<file path="src/plr_pkg.sv">
// plr_pkg: constants for the hypervisor and monitor partition-label registers
// assumes: used by plr_regs and plr_core_model; referenced as plr_pkg::name only
package plr_pkg;

  // system-register encoding fields
  localparam logic [1:0] ENC_OP0        = 2'h3;  // op0 11
  localparam logic [3:0] ENC_CRN        = 4'hA;  // CRn 1010
  localparam logic [3:0] ENC_CRM        = 4'h5;  // CRm 0101
  localparam logic [2:0] ENC_OP2_LABEL  = 3'h0;  // op2 000
  localparam logic [2:0] ENC_OP2_USER   = 3'h1;  // op2 of user-level register, plain default
  localparam logic [2:0] ENC_OP1_LOWER  = 3'h0;  // op1 of kernel and user registers
  localparam logic [2:0] ENC_OP1_HYP    = 3'h4;  // op1 100
  localparam logic [2:0] ENC_OP1_MON    = 3'h6;  // op1 110

  // exception levels
  localparam logic [1:0] EL0            = 2'h0;
  localparam logic [1:0] EL1            = 2'h1;
  localparam logic [1:0] EL2            = 2'h2;
  localparam logic [1:0] EL3            = 2'h3;

  // field positions
  localparam int         BIT_ENABLE     = 63;
  localparam int         BIT_FORCE_TRAP = 62;
  localparam int         BIT_TRAP_USER  = 49;
  localparam int         BIT_TRAP_KERN  = 48;
  localparam int         DPMG_HI        = 47;
  localparam int         DPMG_LO        = 40;
  localparam int         IPMG_HI        = 39;
  localparam int         IPMG_LO        = 32;
  localparam int         DPID_HI        = 31;
  localparam int         DPID_LO        = 16;
  localparam int         IPID_HI        = 15;
  localparam int         IPID_LO        = 0;
  localparam int         FIELD_W        = 48;  // bits 47..0 hold groups and ids

  // reserved spans
  localparam logic [12:0] HYP_RSVD      = 13'h0000;  // bits 62..50
  localparam logic [13:0] MON_RSVD      = 14'h0000;  // bits 61..48

  // values after reset
  localparam logic        RST_ENABLE     = 1'h0;
  localparam logic        RST_FORCE_TRAP = 1'h1;
  localparam logic        RST_TRAP_USER  = 1'h1;
  localparam logic        RST_TRAP_KERN  = 1'h1;
  localparam logic [47:0] RST_FIELDS     = 48'h0000_0000_0000;
  localparam logic [1:0]  RST_SYNC       = 2'h0;

  // default labels carried while labelling is off
  localparam logic [15:0] DEF_PID        = 16'h0000;
  localparam logic [7:0]  DEF_PMG        = 8'h00;

endpackage : plr_pkg

</file>
<file path="src/plr_label_store.sv">
// plr_label_store: one write-enabled storage word with a constant reset value
// assumes: synchronous write strobe on sys_clk; rst_n already synchronised
`timescale 1ns/100ps
`default_nettype none

module plr_label_store #(
  parameter int          W   = 48,
  parameter logic [47:0] RST = 48'h0000_0000_0000
) (
  input  wire logic         sys_clk,  // core clock
  input  wire logic         rst_n,    // synchronised reset, active low
  input  wire logic         wr_en,    // one-cycle write strobe
  input  wire logic [W-1:0] wdata,    // value to store
  output logic      [W-1:0] q         // stored value
);

  // stored word; reset takes the constant only
  always_ff @(posedge sys_clk or negedge rst_n) begin
    if (!rst_n) begin
      q <= RST[W-1:0];
    end else if (wr_en) begin
      q <= wdata;
    end
  end

endmodule : plr_label_store
`default_nettype wire

</file>
<file path="src/plr_regs.sv">
// plr_regs: hypervisor and monitor partition-label registers, access checks and label selection
// assumes: the core presents one system-register move at a time as a one-cycle request;
// the lower-level label registers live elsewhere and their selected fields come in on lower_fields
//
// Notes on behaviour
// - enable low forces default labels everywhere
// - enable bit is one shared storage bit
// - hypervisor enable writable only without monitor level
// - enable resets to zero
// - hypervisor bit 49 traps EL1 user-register access
// - hypervisor bit 48 traps EL1 kernel-register access
// - both hypervisor trap bits reset to one
// - monitoring groups in bits 47..40, 39..32
// - hypervisor ids label EL2 data and fetches
// - monitor ids label EL3 data and fetches
// - hypervisor register idle when EL2 disabled
// - monitor enable always readable and writable
// - monitor bit 62 forces lower accesses to EL3
// - force-trap bit resets to one
// - forced trap covers EL2 and nested EL1
// - nested EL1 hypervisor access traps to EL2
// - decode op0 CRn CRm op2, op1 selects
// - access levels per register enforced
// - without extension every access is undefined
// - reset values assume 64-bit reset level
`timescale 1ns/100ps
`default_nettype none

module plr_regs #(
  parameter bit EXT_IMPL = 1'b1,  // partitioning extension present
  parameter bit EL2_IMPL = 1'b1,  // hypervisor level present
  parameter bit EL3_IMPL = 1'b1   // monitor level present
) (
  input  wire logic        sys_clk,                  // core clock, 50 MHz
  input  wire logic        resetn,                   // cold reset, active low, async
  input  wire logic        req_valid,                // one-cycle system-register move
  input  wire logic        req_write,                // 1 write, 0 read
  input  wire logic [1:0]  req_el,                   // level issuing the move
  input  wire logic [1:0]  req_op0,                  // encoding fields
  input  wire logic [2:0]  req_op1,
  input  wire logic [3:0]  req_crn,
  input  wire logic [3:0]  req_crm,
  input  wire logic [2:0]  req_op2,
  input  wire logic [63:0] req_wdata,                // write data
  input  wire logic        nonsecure_state,          // current security state is nonsecure
  input  wire logic        secure_hypervisor_enable, // secure EL2 enabled
  input  wire logic        el2_uses_64,              // EL2 runs 64-bit
  input  wire logic        host_in_hypervisor_mode,
  input  wire logic        nested_virtualization,
  input  wire logic        nested_virt_redirect,
  input  wire logic [1:0]  cur_el,                   // level now executing, for labels
  input  wire logic [47:0] lower_fields,             // groups and ids of selected lower register
  output logic             resp_valid,               // answer strobe, one cycle after request
  output logic             resp_undef,               // undefined instruction
  output logic             resp_trap_el2,            // trap taken to EL2
  output logic             resp_trap_el3,            // trap taken to EL3
  output logic             resp_lower_pass,          // lower register access may proceed
  output logic [63:0]      resp_rdata,               // read data, zero unless a read here
  output logic             label_enable,             // shared enable bit
  output logic [15:0]      data_partition_id,        // label for data requests
  output logic [15:0]      instr_partition_id,       // label for fetches
  output logic [7:0]       data_monitor_group,
  output logic [7:0]       instr_monitor_group
);

  // ---------------------------------------------------------------- reset
  logic [1:0] rst_sync_q;  // release synchroniser
  logic       rst_n;       // synchronised reset used everywhere else

  // two-stage release so the rest sees a clean deassertion
  always_ff @(posedge sys_clk or negedge resetn) begin
    if (!resetn) begin
      rst_sync_q <= plr_pkg::RST_SYNC;
    end else begin
      rst_sync_q <= {rst_sync_q[0], 1'b1};
    end
  end
  assign rst_n = rst_sync_q[1];

  // ---------------------------------------------------------------- state
  logic        label_enable_q;  // the single shared enable bit
  logic        force_trap_q;    // monitor force-trap bit
  logic        trap_user_q;     // trap_user_label_reg_access
  logic        trap_kern_q;     // trap_kernel_label_reg_access
  logic [47:0] hyp_fields;      // hypervisor groups and ids
  logic [47:0] mon_fields;      // monitor groups and ids
  logic        ft;              // effective force-trap, zero without monitor level

  // ---------------------------------------------------------------- decode
  logic enc_base;   // common op0, CRn, CRm
  logic enc_hyp;    // hypervisor register
  logic enc_mon;    // monitor register
  logic enc_kern;   // kernel-level register
  logic enc_user;   // user-level register
  logic enc_hit;    // any of the four
  logic alias_hyp;  // kernel name at EL2 with host mode reaches the hypervisor register
  logic el2_en;     // EL2 enabled in current security state
  logic el2_ctx;    // EL2 enabled and 64-bit

  assign enc_base  = (req_op0 == plr_pkg::ENC_OP0) && (req_crn == plr_pkg::ENC_CRN)
                     && (req_crm == plr_pkg::ENC_CRM);
  assign enc_hyp   = enc_base && (req_op1 == plr_pkg::ENC_OP1_HYP)
                     && (req_op2 == plr_pkg::ENC_OP2_LABEL);
  assign enc_mon   = enc_base && (req_op1 == plr_pkg::ENC_OP1_MON)
                     && (req_op2 == plr_pkg::ENC_OP2_LABEL);
  assign enc_kern  = enc_base && (req_op1 == plr_pkg::ENC_OP1_LOWER)
                     && (req_op2 == plr_pkg::ENC_OP2_LABEL);
  assign enc_user  = enc_base && (req_op1 == plr_pkg::ENC_OP1_LOWER)
                     && (req_op2 == plr_pkg::ENC_OP2_USER);
  assign enc_hit   = enc_hyp || enc_mon || enc_kern || enc_user;
  assign alias_hyp = enc_kern && (req_el == plr_pkg::EL2) && host_in_hypervisor_mode;
  assign el2_en    = EL2_IMPL && (nonsecure_state || secure_hypervisor_enable);
  assign el2_ctx   = el2_en && el2_uses_64;
  assign ft        = EL3_IMPL && force_trap_q;

  // ---------------------------------------------------------------- access decision
  logic dec_undef;  // undefined
  logic dec_el3;    // trap to EL3
  logic dec_el2;    // trap to EL2
  logic dec_pass;   // lower register access proceeds elsewhere
  logic dec_hyp;    // hypervisor register access proceeds here
  logic dec_mon;    // monitor register access proceeds here

  // priority: undefined, then trap to EL3, then trap to EL2, then execute
  always_comb begin
    dec_undef = 1'b0;
    dec_el3   = 1'b0;
    dec_el2   = 1'b0;
    dec_pass  = 1'b0;
    dec_hyp   = 1'b0;
    dec_mon   = 1'b0;
    if (!EXT_IMPL) begin
      dec_undef = 1'b1;
    end else if (enc_hyp || alias_hyp) begin
      if (!EL2_IMPL) begin
        dec_undef = 1'b1;
      end else begin
        unique case (req_el)
          plr_pkg::EL3: dec_hyp = 1'b1;
          plr_pkg::EL2: begin
            dec_el3 = ft;
            dec_hyp = !ft;
          end
          plr_pkg::EL1: begin
            // nested hypervisors reach this register only through traps
            if (ft && nested_virtualization && !nested_virt_redirect) begin
              dec_el3 = 1'b1;
            end else if (!ft && el2_ctx && host_in_hypervisor_mode && nested_virtualization
                         && !nested_virt_redirect) begin
              dec_el2 = 1'b1;
            end else begin
              dec_undef = 1'b1;
            end
          end
          plr_pkg::EL0: dec_undef = 1'b1;
        endcase
      end
    end else if (enc_mon) begin
      // below EL3 the monitor register is undefined, so the force-trap never applies
      dec_undef = !EL3_IMPL || (req_el != plr_pkg::EL3);
      dec_mon   = EL3_IMPL && (req_el == plr_pkg::EL3);
    end else if (enc_kern) begin
      unique case (req_el)
        plr_pkg::EL3: dec_pass = 1'b1;
        plr_pkg::EL2: begin
          dec_el3  = ft;
          dec_pass = !ft;
        end
        plr_pkg::EL1: begin
          if (ft && (!nested_virtualization || !nested_virt_redirect)) begin
            dec_el3 = 1'b1;
          end else if (!ft && el2_ctx && ((trap_kern_q && !nested_virtualization)
                       || (!trap_kern_q && nested_virtualization && !nested_virt_redirect))) begin
            dec_el2 = 1'b1;
          end else begin
            dec_pass = 1'b1;
          end
        end
        plr_pkg::EL0: dec_undef = 1'b1;
      endcase
    end else if (enc_user) begin
      unique case (req_el)
        plr_pkg::EL3: dec_pass = 1'b1;
        plr_pkg::EL2, plr_pkg::EL1: begin
          if (ft) begin
            dec_el3 = 1'b1;
          end else if ((req_el == plr_pkg::EL1) && el2_ctx && trap_user_q) begin
            dec_el2 = 1'b1;
          end else begin
            dec_pass = 1'b1;
          end
        end
        plr_pkg::EL0: dec_undef = 1'b1;
      endcase
    end
  end

  // ---------------------------------------------------------------- writes
  logic fire;    // a request to one of our encodings
  logic hyp_wr;  // hypervisor register write executes
  logic mon_wr;  // monitor register write executes

  assign fire   = req_valid && enc_hit;
  assign hyp_wr = fire && req_write && dec_hyp;
  assign mon_wr = fire && req_write && dec_mon;

  // shared enable: one bit, written from the monitor register, or from the
  // hypervisor register only when no monitor level exists
  always_ff @(posedge sys_clk or negedge rst_n) begin
    if (!rst_n) begin
      label_enable_q <= plr_pkg::RST_ENABLE;
    end else if (mon_wr) begin
      label_enable_q <= req_wdata[plr_pkg::BIT_ENABLE];
    end else if (hyp_wr && !EL3_IMPL) begin
      label_enable_q <= req_wdata[plr_pkg::BIT_ENABLE];
    end
  end

  // force-trap bit, held only with a monitor level
  always_ff @(posedge sys_clk or negedge rst_n) begin
    if (!rst_n) begin
      force_trap_q <= plr_pkg::RST_FORCE_TRAP;
    end else if (mon_wr) begin
      force_trap_q <= req_wdata[plr_pkg::BIT_FORCE_TRAP];
    end
  end

  // lower-level trap bits; reset to one even where the value may be left open
  always_ff @(posedge sys_clk or negedge rst_n) begin
    if (!rst_n) begin
      trap_user_q <= plr_pkg::RST_TRAP_USER;
      trap_kern_q <= plr_pkg::RST_TRAP_KERN;
    end else if (hyp_wr) begin
      trap_user_q <= req_wdata[plr_pkg::BIT_TRAP_USER];
      trap_kern_q <= req_wdata[plr_pkg::BIT_TRAP_KERN];
    end
  end

  // group and id fields of each register; reserved bits are never stored
  plr_label_store #(
    .W   (plr_pkg::FIELD_W),
    .RST (plr_pkg::RST_FIELDS)
  ) u_hyp_store (
    .sys_clk (sys_clk),
    .rst_n   (rst_n),
    .wr_en   (hyp_wr),
    .wdata   (req_wdata[47:0]),
    .q       (hyp_fields)
  );

  plr_label_store #(
    .W   (plr_pkg::FIELD_W),
    .RST (plr_pkg::RST_FIELDS)
  ) u_mon_store (
    .sys_clk (sys_clk),
    .rst_n   (rst_n),
    .wr_en   (mon_wr),
    .wdata   (req_wdata[47:0]),
    .q       (mon_fields)
  );

  // ---------------------------------------------------------------- answer
  logic [63:0] rd_d;  // read value for this request

  // read image; reserved spans read zero
  always_comb begin
    rd_d = 64'h0000_0000_0000_0000;
    if (!req_write && dec_hyp) begin
      rd_d = {label_enable_q, plr_pkg::HYP_RSVD, trap_user_q, trap_kern_q, hyp_fields};
    end else if (!req_write && dec_mon) begin
      rd_d = {label_enable_q, ft, plr_pkg::MON_RSVD, mon_fields};
    end
  end

  // registered answer one cycle after each request to our encodings
  always_ff @(posedge sys_clk or negedge rst_n) begin
    if (!rst_n) begin
      resp_valid      <= 1'b0;
      resp_undef      <= 1'b0;
      resp_trap_el2   <= 1'b0;
      resp_trap_el3   <= 1'b0;
      resp_lower_pass <= 1'b0;
      resp_rdata      <= 64'h0000_0000_0000_0000;
    end else begin
      resp_valid      <= fire;
      resp_undef      <= fire && dec_undef;
      resp_trap_el2   <= fire && dec_el2;
      resp_trap_el3   <= fire && dec_el3;
      resp_lower_pass <= fire && dec_pass;
      resp_rdata      <= fire ? rd_d : 64'h0000_0000_0000_0000;
    end
  end

  // ---------------------------------------------------------------- labels
  // labels are registered, so they follow a change of level or enable by one cycle
  always_ff @(posedge sys_clk or negedge rst_n) begin
    if (!rst_n) begin
      data_partition_id   <= plr_pkg::DEF_PID;
      instr_partition_id  <= plr_pkg::DEF_PID;
      data_monitor_group  <= plr_pkg::DEF_PMG;
      instr_monitor_group <= plr_pkg::DEF_PMG;
    end else if (!label_enable_q || (cur_el == plr_pkg::EL2 && !el2_en)) begin
      data_partition_id   <= plr_pkg::DEF_PID;
      instr_partition_id  <= plr_pkg::DEF_PID;
      data_monitor_group  <= plr_pkg::DEF_PMG;
      instr_monitor_group <= plr_pkg::DEF_PMG;
    end else if (cur_el == plr_pkg::EL3) begin
      data_partition_id   <= mon_fields[plr_pkg::DPID_HI:plr_pkg::DPID_LO];
      instr_partition_id  <= mon_fields[plr_pkg::IPID_HI:plr_pkg::IPID_LO];
      data_monitor_group  <= mon_fields[plr_pkg::DPMG_HI:plr_pkg::DPMG_LO];
      instr_monitor_group <= mon_fields[plr_pkg::IPMG_HI:plr_pkg::IPMG_LO];
    end else if (cur_el == plr_pkg::EL2) begin
      data_partition_id   <= hyp_fields[plr_pkg::DPID_HI:plr_pkg::DPID_LO];
      instr_partition_id  <= hyp_fields[plr_pkg::IPID_HI:plr_pkg::IPID_LO];
      data_monitor_group  <= hyp_fields[plr_pkg::DPMG_HI:plr_pkg::DPMG_LO];
      instr_monitor_group <= hyp_fields[plr_pkg::IPMG_HI:plr_pkg::IPMG_LO];
    end else begin
      data_partition_id   <= lower_fields[plr_pkg::DPID_HI:plr_pkg::DPID_LO];
      instr_partition_id  <= lower_fields[plr_pkg::IPID_HI:plr_pkg::IPID_LO];
      data_monitor_group  <= lower_fields[plr_pkg::DPMG_HI:plr_pkg::DPMG_LO];
      instr_monitor_group <= lower_fields[plr_pkg::IPMG_HI:plr_pkg::IPMG_LO];
    end
  end

  assign label_enable = label_enable_q;
endmodule : plr_regs
`default_nettype wire

</file>
<file path="config.mk">
export PLATFORM = sky130hd
export DESIGN_NAME = plr_regs
export DESIGN_NICKNAME = d
export VERILOG_FILES = /design/src/plr_pkg.sv /design/src/plr_label_store.sv /design/src/plr_regs.sv
export SDC_FILE = /design/constraint.sdc
export NUM_CORES = 1
export LEC_CHECK = 0
export ABC_AREA = 1
export BUFFER_PORTS_ARGS = -buffer_cell sky130_fd_sc_hd__buf_2
export CORE_UTILIZATION = 58
export CTS_BUF_LIST = sky130_fd_sc_hd__clkbuf_8
export DETAILED_ROUTE_END_ITERATION = 10
export HOLD_SLACK_MARGIN = 0.1
export PLACE_DENSITY = 0.88
export SYNTH_ARGS = -nofsm -noshare
export SYNTH_HDL_FRONTEND = slang
export SYNTH_HIERARCHICAL = 1
export SYNTH_SLANG_ARGS = --single-unit
</file>
<file path="constraint.sdc">
create_clock -name sys_clk -period 9.6 [get_ports sys_clk]
set_input_delay 0.96 -clock sys_clk [delete_from_list [all_inputs] [get_ports sys_clk]]
set_output_delay 0.96 -clock sys_clk [all_outputs]
set_load 0.02 [all_outputs]
</file>
Word level (Yosys, flattened, before mapping). Cells that the tools add are included.

Bits in registers: 219. Input bits: 142. Output and inout port bits: 118. Logic and storage cells: 144.

Equal/unequal tests: 12. Mux-type cells: 60. Reductions and logical operators: 55.

Operator list (number): 64-bit two-way mux (3); 16-bit two-way mux (6); 8-bit two-way mux (6); 1-bit two-way mux (39); 1-bit logical AND (36); 2-bit == test (second input constant) (5); 1-bit case mux with 2 select lines (5); 1-bit logical OR (8); 1-bit zero test (7); 3-bit == test (second input constant) (2); 3-bit zero test (2); 4-bit by 3-bit == test with 1-bit output (second input constant) (1); 4-bit == test (second input constant) (1); 3-bit by 1-bit == test with 1-bit output (second input constant) (1); 1-bit case mux with 3 select lines (1); 2-bit by 1-bit == test with 1-bit output (second input constant) (1); 2-bit zero test (1); 2-bit != test (second input constant) (1); 2-bit OR reduction (1).

Depth between registers and ports, before layout.
Depth after elaboration: 13. Depth in mapped cells: 13. Mapped depth without buffers: 11.

By module. The synthesis kept the hierarchy.

Modules (own cells, without submodules): plr_regs (instances 1, cells each 606, area each 5328.9 um^2, seq. area each 2781.4 um^2); plr_label_store (instances 2, cells each 203, area each 1805.5 um^2, seq. area each 1201.2 um^2).

Least setup slack after synthesis. OpenSTA, ideal clock, no wires.

Path kind: in2reg. Start: input req_crm[0]. End: register u_mon_store.q[30]. Arrival time: 2.441 ns. Required time: 9.484 ns. Setup slack: 7.043 ns. Stages: 13. Buffers on the path: 2. Cell sequence: inv_1 -> nor2_2 -> nand2_1 -> nor2_1 -> nand4_2 -> a21oi_4 -> nand3_1 -> inv_1 -> inv_2 -> buf_4 -> buf_2 -> nand2_1 -> nand2_1.

Cells in the longest elaborated chain, start to end: 10.

Ends and longest elaborated chain: from (decl) (RTL line plr_regs.sv:42) `input wire logic [3:0] req_crm,`; 4-bit by 3-bit == test with 1-bit output (*) (RTL line plr_regs.sv:101) `&& (req_crm == plr_pkg::ENC_CRM);`; 1-bit logical AND (*) (RTL line plr_regs.sv:101); 1-bit logical AND, on equally long branches (RTL line plr_regs.sv:102, plr_regs.sv:104); 1-bit logical AND, on equally long branches (RTL line plr_regs.sv:103, plr_regs.sv:105); 1-bit logical OR (2 in a row) (RTL line plr_regs.sv:110) `assign enc_hit = enc_hyp || enc_mon || enc_kern || enc_user;`; 1-bit logical OR (*) (RTL line plr_regs.sv:110); 1-bit logical AND (*) (RTL line plr_regs.sv:203) `assign fire = req_valid && enc_hit;`; via fire (RTL line plr_regs.sv:199) `logic fire;`; 1-bit logical AND (*) (2 in a row) (RTL line plr_regs.sv:205) `assign mon_wr = fire && req_write && dec_mon;`; via mon_wr (RTL line plr_regs.sv:201) `logic mon_wr;`; to (signal assigned) (RTL line plr_label_store.sv:20) `q <= RST[W-1:0];`; to (signal assigned) (RTL line plr_label_store.sv:22) `q <= wdata;`; to (decl) (RTL line plr_label_store.sv:14) `output logic [W-1:0] q`.

Mark *: on every way through the listed nets, which the timed path passes. The rest lies on a longest branch. A chain may end at the register's enable or synchronous reset.

Worst setup path in the final report.
Start: input req_op2[1]. End: register u_hyp_store.q[33].

Cells in the longest elaborated chain, start to end: 8.

Ends and longest elaborated chain: from (decl) (RTL line plr_regs.sv:43) `input wire logic [2:0] req_op2,`; 3-bit zero test (RTL line plr_regs.sv:103, plr_regs.sv:105, plr_regs.sv:107); 1-bit logical AND, on equally long branches (RTL line plr_regs.sv:103, plr_regs.sv:105); 1-bit logical OR (2 in a row) (RTL line plr_regs.sv:110); 1-bit logical OR (*) (RTL line plr_regs.sv:110); 1-bit logical AND (*) (RTL line plr_regs.sv:203); via fire (RTL line plr_regs.sv:199); 1-bit logical AND (*) (2 in a row) (RTL line plr_regs.sv:204) `assign hyp_wr = fire && req_write && dec_hyp;`; via hyp_wr (RTL line plr_regs.sv:200) `logic hyp_wr;`; to (signal assigned) (RTL line plr_label_store.sv:20); to (signal assigned) (RTL line plr_label_store.sv:22); to (decl) (RTL line plr_label_store.sv:14).

Marks and branches as above.

==> key figures <==
Run status
  • Status: complete, no violations

Global routing
  • GR peak layer: met2
  • First-pass GRT wire length: between 30000 and 40000 um
  • Met2 Usage GRT: 48.75%
  • Global Route Usage Sum: roughly 30%
  • GR met3 Demand/Resource: under 10%
  • Vias in the first global route: 7332
  • Grt ovf: 0
  • Initial antenna violation count: 3
  • Met1 Usage GRT: between 30% and 40%
  • Largest net degree at the start of global routing: 74

Synthesis
  • Synth unique cells: 36
  • Post-synthesis sequential area ratio: roughly 58%
  • Post-synthesis register bit count: 207
  • Synth Instances: slightly above 1000
  • Syn_area_per_cell: between 8 and 9 sq um
  • Yosys warning count: 6
  • Cell Area, Synth: 8940 sq um

Timing
  • Setup TNS: 0 ns
  • Worst slew margin: roughly 25%
  • Final hold vios: 0
  • RSZ-0062 raised after global routing: no
  • Final setup vio count: 0
  • Least-Margin Pin Slew: between 1 and 1.5 ns
  • Tmin final: 3.592 ns
  • Part of the cycle the worst path needs: 37.42%
  • Fmax: about 0.28 GHz
  • Clock Skew: approximately 0.014 ns
  • Max-slew violation count: 0

CTS
  • TritonCTS clock tree: yes
  • Root Buffer: clkbuf_8
  • Post-cts resize count: 0
  • CTS Buffer Depth: 3
  • Inserted Clock Buffers: 34
  • CTS Sinks: around 210
  • Hold buffer count at cts: 0
  • Post-CTS setup buffers: 0
  • Worst skew pair latency: 0.51 ns
  • H-tree levels: 2
  • Clock transition at path regs: 0.06 ns

Floorplan
  • Core ar.: roughly 15000 sq um
  • Site Rows: 45
  • Io pins: between 200 and 300
  • Die ar.: 15910 sq um
  • Die X-Extent: around 130 um
  • Die Ht: around 130 um
  • Initial Util: between 50% and 60%

Worst setup path
  • R2R cell count: 8
  • Cell mode on critical path: nand2_1
  • Max stage delay on crit path: slightly below 0.8 ns
  • Arr. time, crit path: between 3 and 4 ns
  • Slowest CP cell: inv_2
  • Crit. End Element: flip-flop
  • Crit path cell chain: buf_2 -> nor2_2 -> nand2_1 -> nor2_2 -> o21ai_2 -> a21oi_4 -> nand3_1 -> inv_2 -> inv_2 -> nand2_1 -> nand2_1
  • Worst Path Max Fanout: just under 50
  • Critical path class: in -> reg
  • Startpoint class of the critical path: input pin
  • RR Startpoint: force_trap_q
  • Setup crit start: req_op2[1]
  • Crit path required time: approximately 10 ns

Finish
  • Fillers: approximately 1100
  • Final nets: roughly 1400
  • Multi-input logic area: 3095 sq um
  • Layout cells sized above 1: between 20% and 30%
  • Sequential Area: 5187 sq um
  • Area grow syn2layout: 19.12%
  • Final Instance Area: around 11000 sq um

Route
  • 1st-pass router iterations: 5
  • Final WL: ~23000 um
  • Wire per inst: around 16 um
  • DRC viols: 0
  • Antenna Violating Nets Remaining: 0
  • DR vias: between 7000 and 8000
  • Post-DR vias/cell: 5.371
  • DRT iter0 DRCs: roughly 600

Power
  • Power per Cell Area: ~150 nW/um^2
  • Sequential power share: a little over half
  • Psw: around 0.38 mW
  • Pint: 1.261 mW
  • Combinational power share: under 10%
  • Clock Power Share: around two fifths
  • Leakage power: between 5 and 6 nW
  • Sw Ratio: a little under a quarter
  • VDD IR-drop max: 0.1058 mV

Hold path
  • Worst Hold Class: in -> async

Placement
  • DP Wirelength: between 10000 and 15000 um
  • Area post-placement: 10060 sq um
  • Port Buffers: between 200 and 250
  • GP Congestion: slightly above 0.9

Job
  • MaxCap Viol Count: 0
## layer usage
metal / wire length (um) / up-vias
met3: 1806 / 62
met1: 9370 / 3651
met2: 11220 / 389
met4: 701 / 0
li1: - / 3648
met5: 0 / -
## per-stage QoR
| step | total power, mW | utilization [%] | hold slack (ns) | worst slack, ns | std cells |
|---|---|---|---|---|---|
| final | 1.639 | 70.31 | 0.2327 | 6.008 | 1443 |
| after global routing | 1.706 | 70.31 | 0.2063 | 5.800 | 1443 |
| after CTS | 1.653 | 70.28 | 0.2140 | 6.081 | 1441 |
| after detailed placement | 0.9751 | 66.41 | 0.3426 | 5.554 | 1388 |
| after global placement | 0.9745 | 66.41 | 0.3351 | 5.649 | 1388 |
| after floorplan | 0.9338 | - | 0.3312 | 3.410 | 1023 |
## power by group through the flow
stage | sequential (mW) | clock (mW) | combinational (mW)
floorplan | 0.901 | 0 | 0.0323
global placement | 0.895 | 0 | 0.0800
detailed placement | 0.895 | 0 | 0.0805
CTS | 0.879 | 0.693 | 0.0809
global route | 0.879 | 0.737 | 0.0902
finish | 0.879 | 0.679 | 0.0811
## sequential cells by signal (all words and copies together) (netlist names), 2 cells and up
register	count
u_mon_store/q	48
rst_sync_q	2
data_monitor_group	8
u_hyp_store/q	48
data_partition_id	16
instr_partition_id	16
instr_monitor_group	8
resp_rdata	52
## worst paths after layout
path,endpoint,slack (ns)
min,rst_sync_q[0],0.23
min reg2reg,rst_sync_q[1],0.36
max,u_hyp_store/q[33],6.01
min in group sys_clk,rst_sync_q[1],0.36
max in group asynchronous,u_mon_store/q[20],7.75
max reg2reg,u_hyp_store/q[33],6.65
## kinds of logic (layout without fill, tap and decap cells)
| logic type | Yosys count | in the layout | share of synthesized area (%) |
|---|---|---|---|
| and+or+nand+nor | 537 | 537 | 24.32 |
| buffers and inverters | 147 | 377 | 8.061 |
| adders and majority gates | 5 | 5 | 0.6998 |
| other | 2 | 15 | 0.08401 |
| DFF | 207 | 207 | 57.98 |
| AOI/OAI and AO/OA | 114 | 114 | 8.845 |
## layout make-up
cell class	instances	area share [%]
Tap cell	188	2.209
Clock inverter	15	0.5875
Multi-Input combinational cell	669	29.07
Antenna cell	2	0.04700
Inverter	81	2.855
Sequential cell	207	48.71
Timing Repair Buffer	243	11.61
Clock buffer	38	4.911
## synthesized netlist by cell type (all sizes together)
| cell type | count | share of area (%) |
|---|---|---|
| conb | 2 | 0.084 |
| nand3 | 60 | 3.6 |
| ha | 5 | 0.70 |
| o31ai | 1 | 0.084 |
| inv | 81 | 3.4 |
| clkbuf | 17 | 0.73 |
| o21ai | 52 | 3.4 |
| dfrtp | 204 | 57 |
| o2111ai | 1 | 0.17 |
| a21oi | 6 | 0.46 |
| a31oi | 17 | 1.2 |
| dfstp | 3 | 0.88 |
| nor3 | 2 | 0.11 |
| and2 | 1 | 0.070 |
| buf | 49 | 3.9 |
| o21a | 1 | 0.084 |
| a22oi | 1 | 0.084 |
| nand4 | 4 | 0.35 |
| a221oi | 33 | 3.2 |
| nor2 | 93 | 4.4 |
| o211ai | 2 | 0.17 |
| nand2 | 377 | 16 |
## worst max-delay path: cells and delay by family
family / cells / cell delay (ns)
buf+inv: 3 / 1.56
simple gates: 6 / 0.99
compound gates: 2 / 0.43
## layout by cell type (no fill, tap or decap), types with 2 or more instances in the layout
cell	Yosys	final
a21oi_1	5	5
a221oi_1	33	33
a31oi_1	17	17
buf_2	19	235
buf_4	22	8
clkbuf_8	0	38
clkinv_2	0	2
conb_1	2	13
dfrtp_1	204	203
dfstp_2	3	3
diode_2	0	2
ha_1	5	5
inv_1	76	84
inv_2	5	9
nand2_1	377	377
nand3_1	58	58
nand4_1	3	3
nor2_1	81	81
nor2_2	9	8
nor2_4	3	4
nor3_1	2	2
o211ai_1	2	2
o21ai_0	16	16
o21ai_1	25	25
o21ai_2	11	11
(Power assumes the default switching activity.)
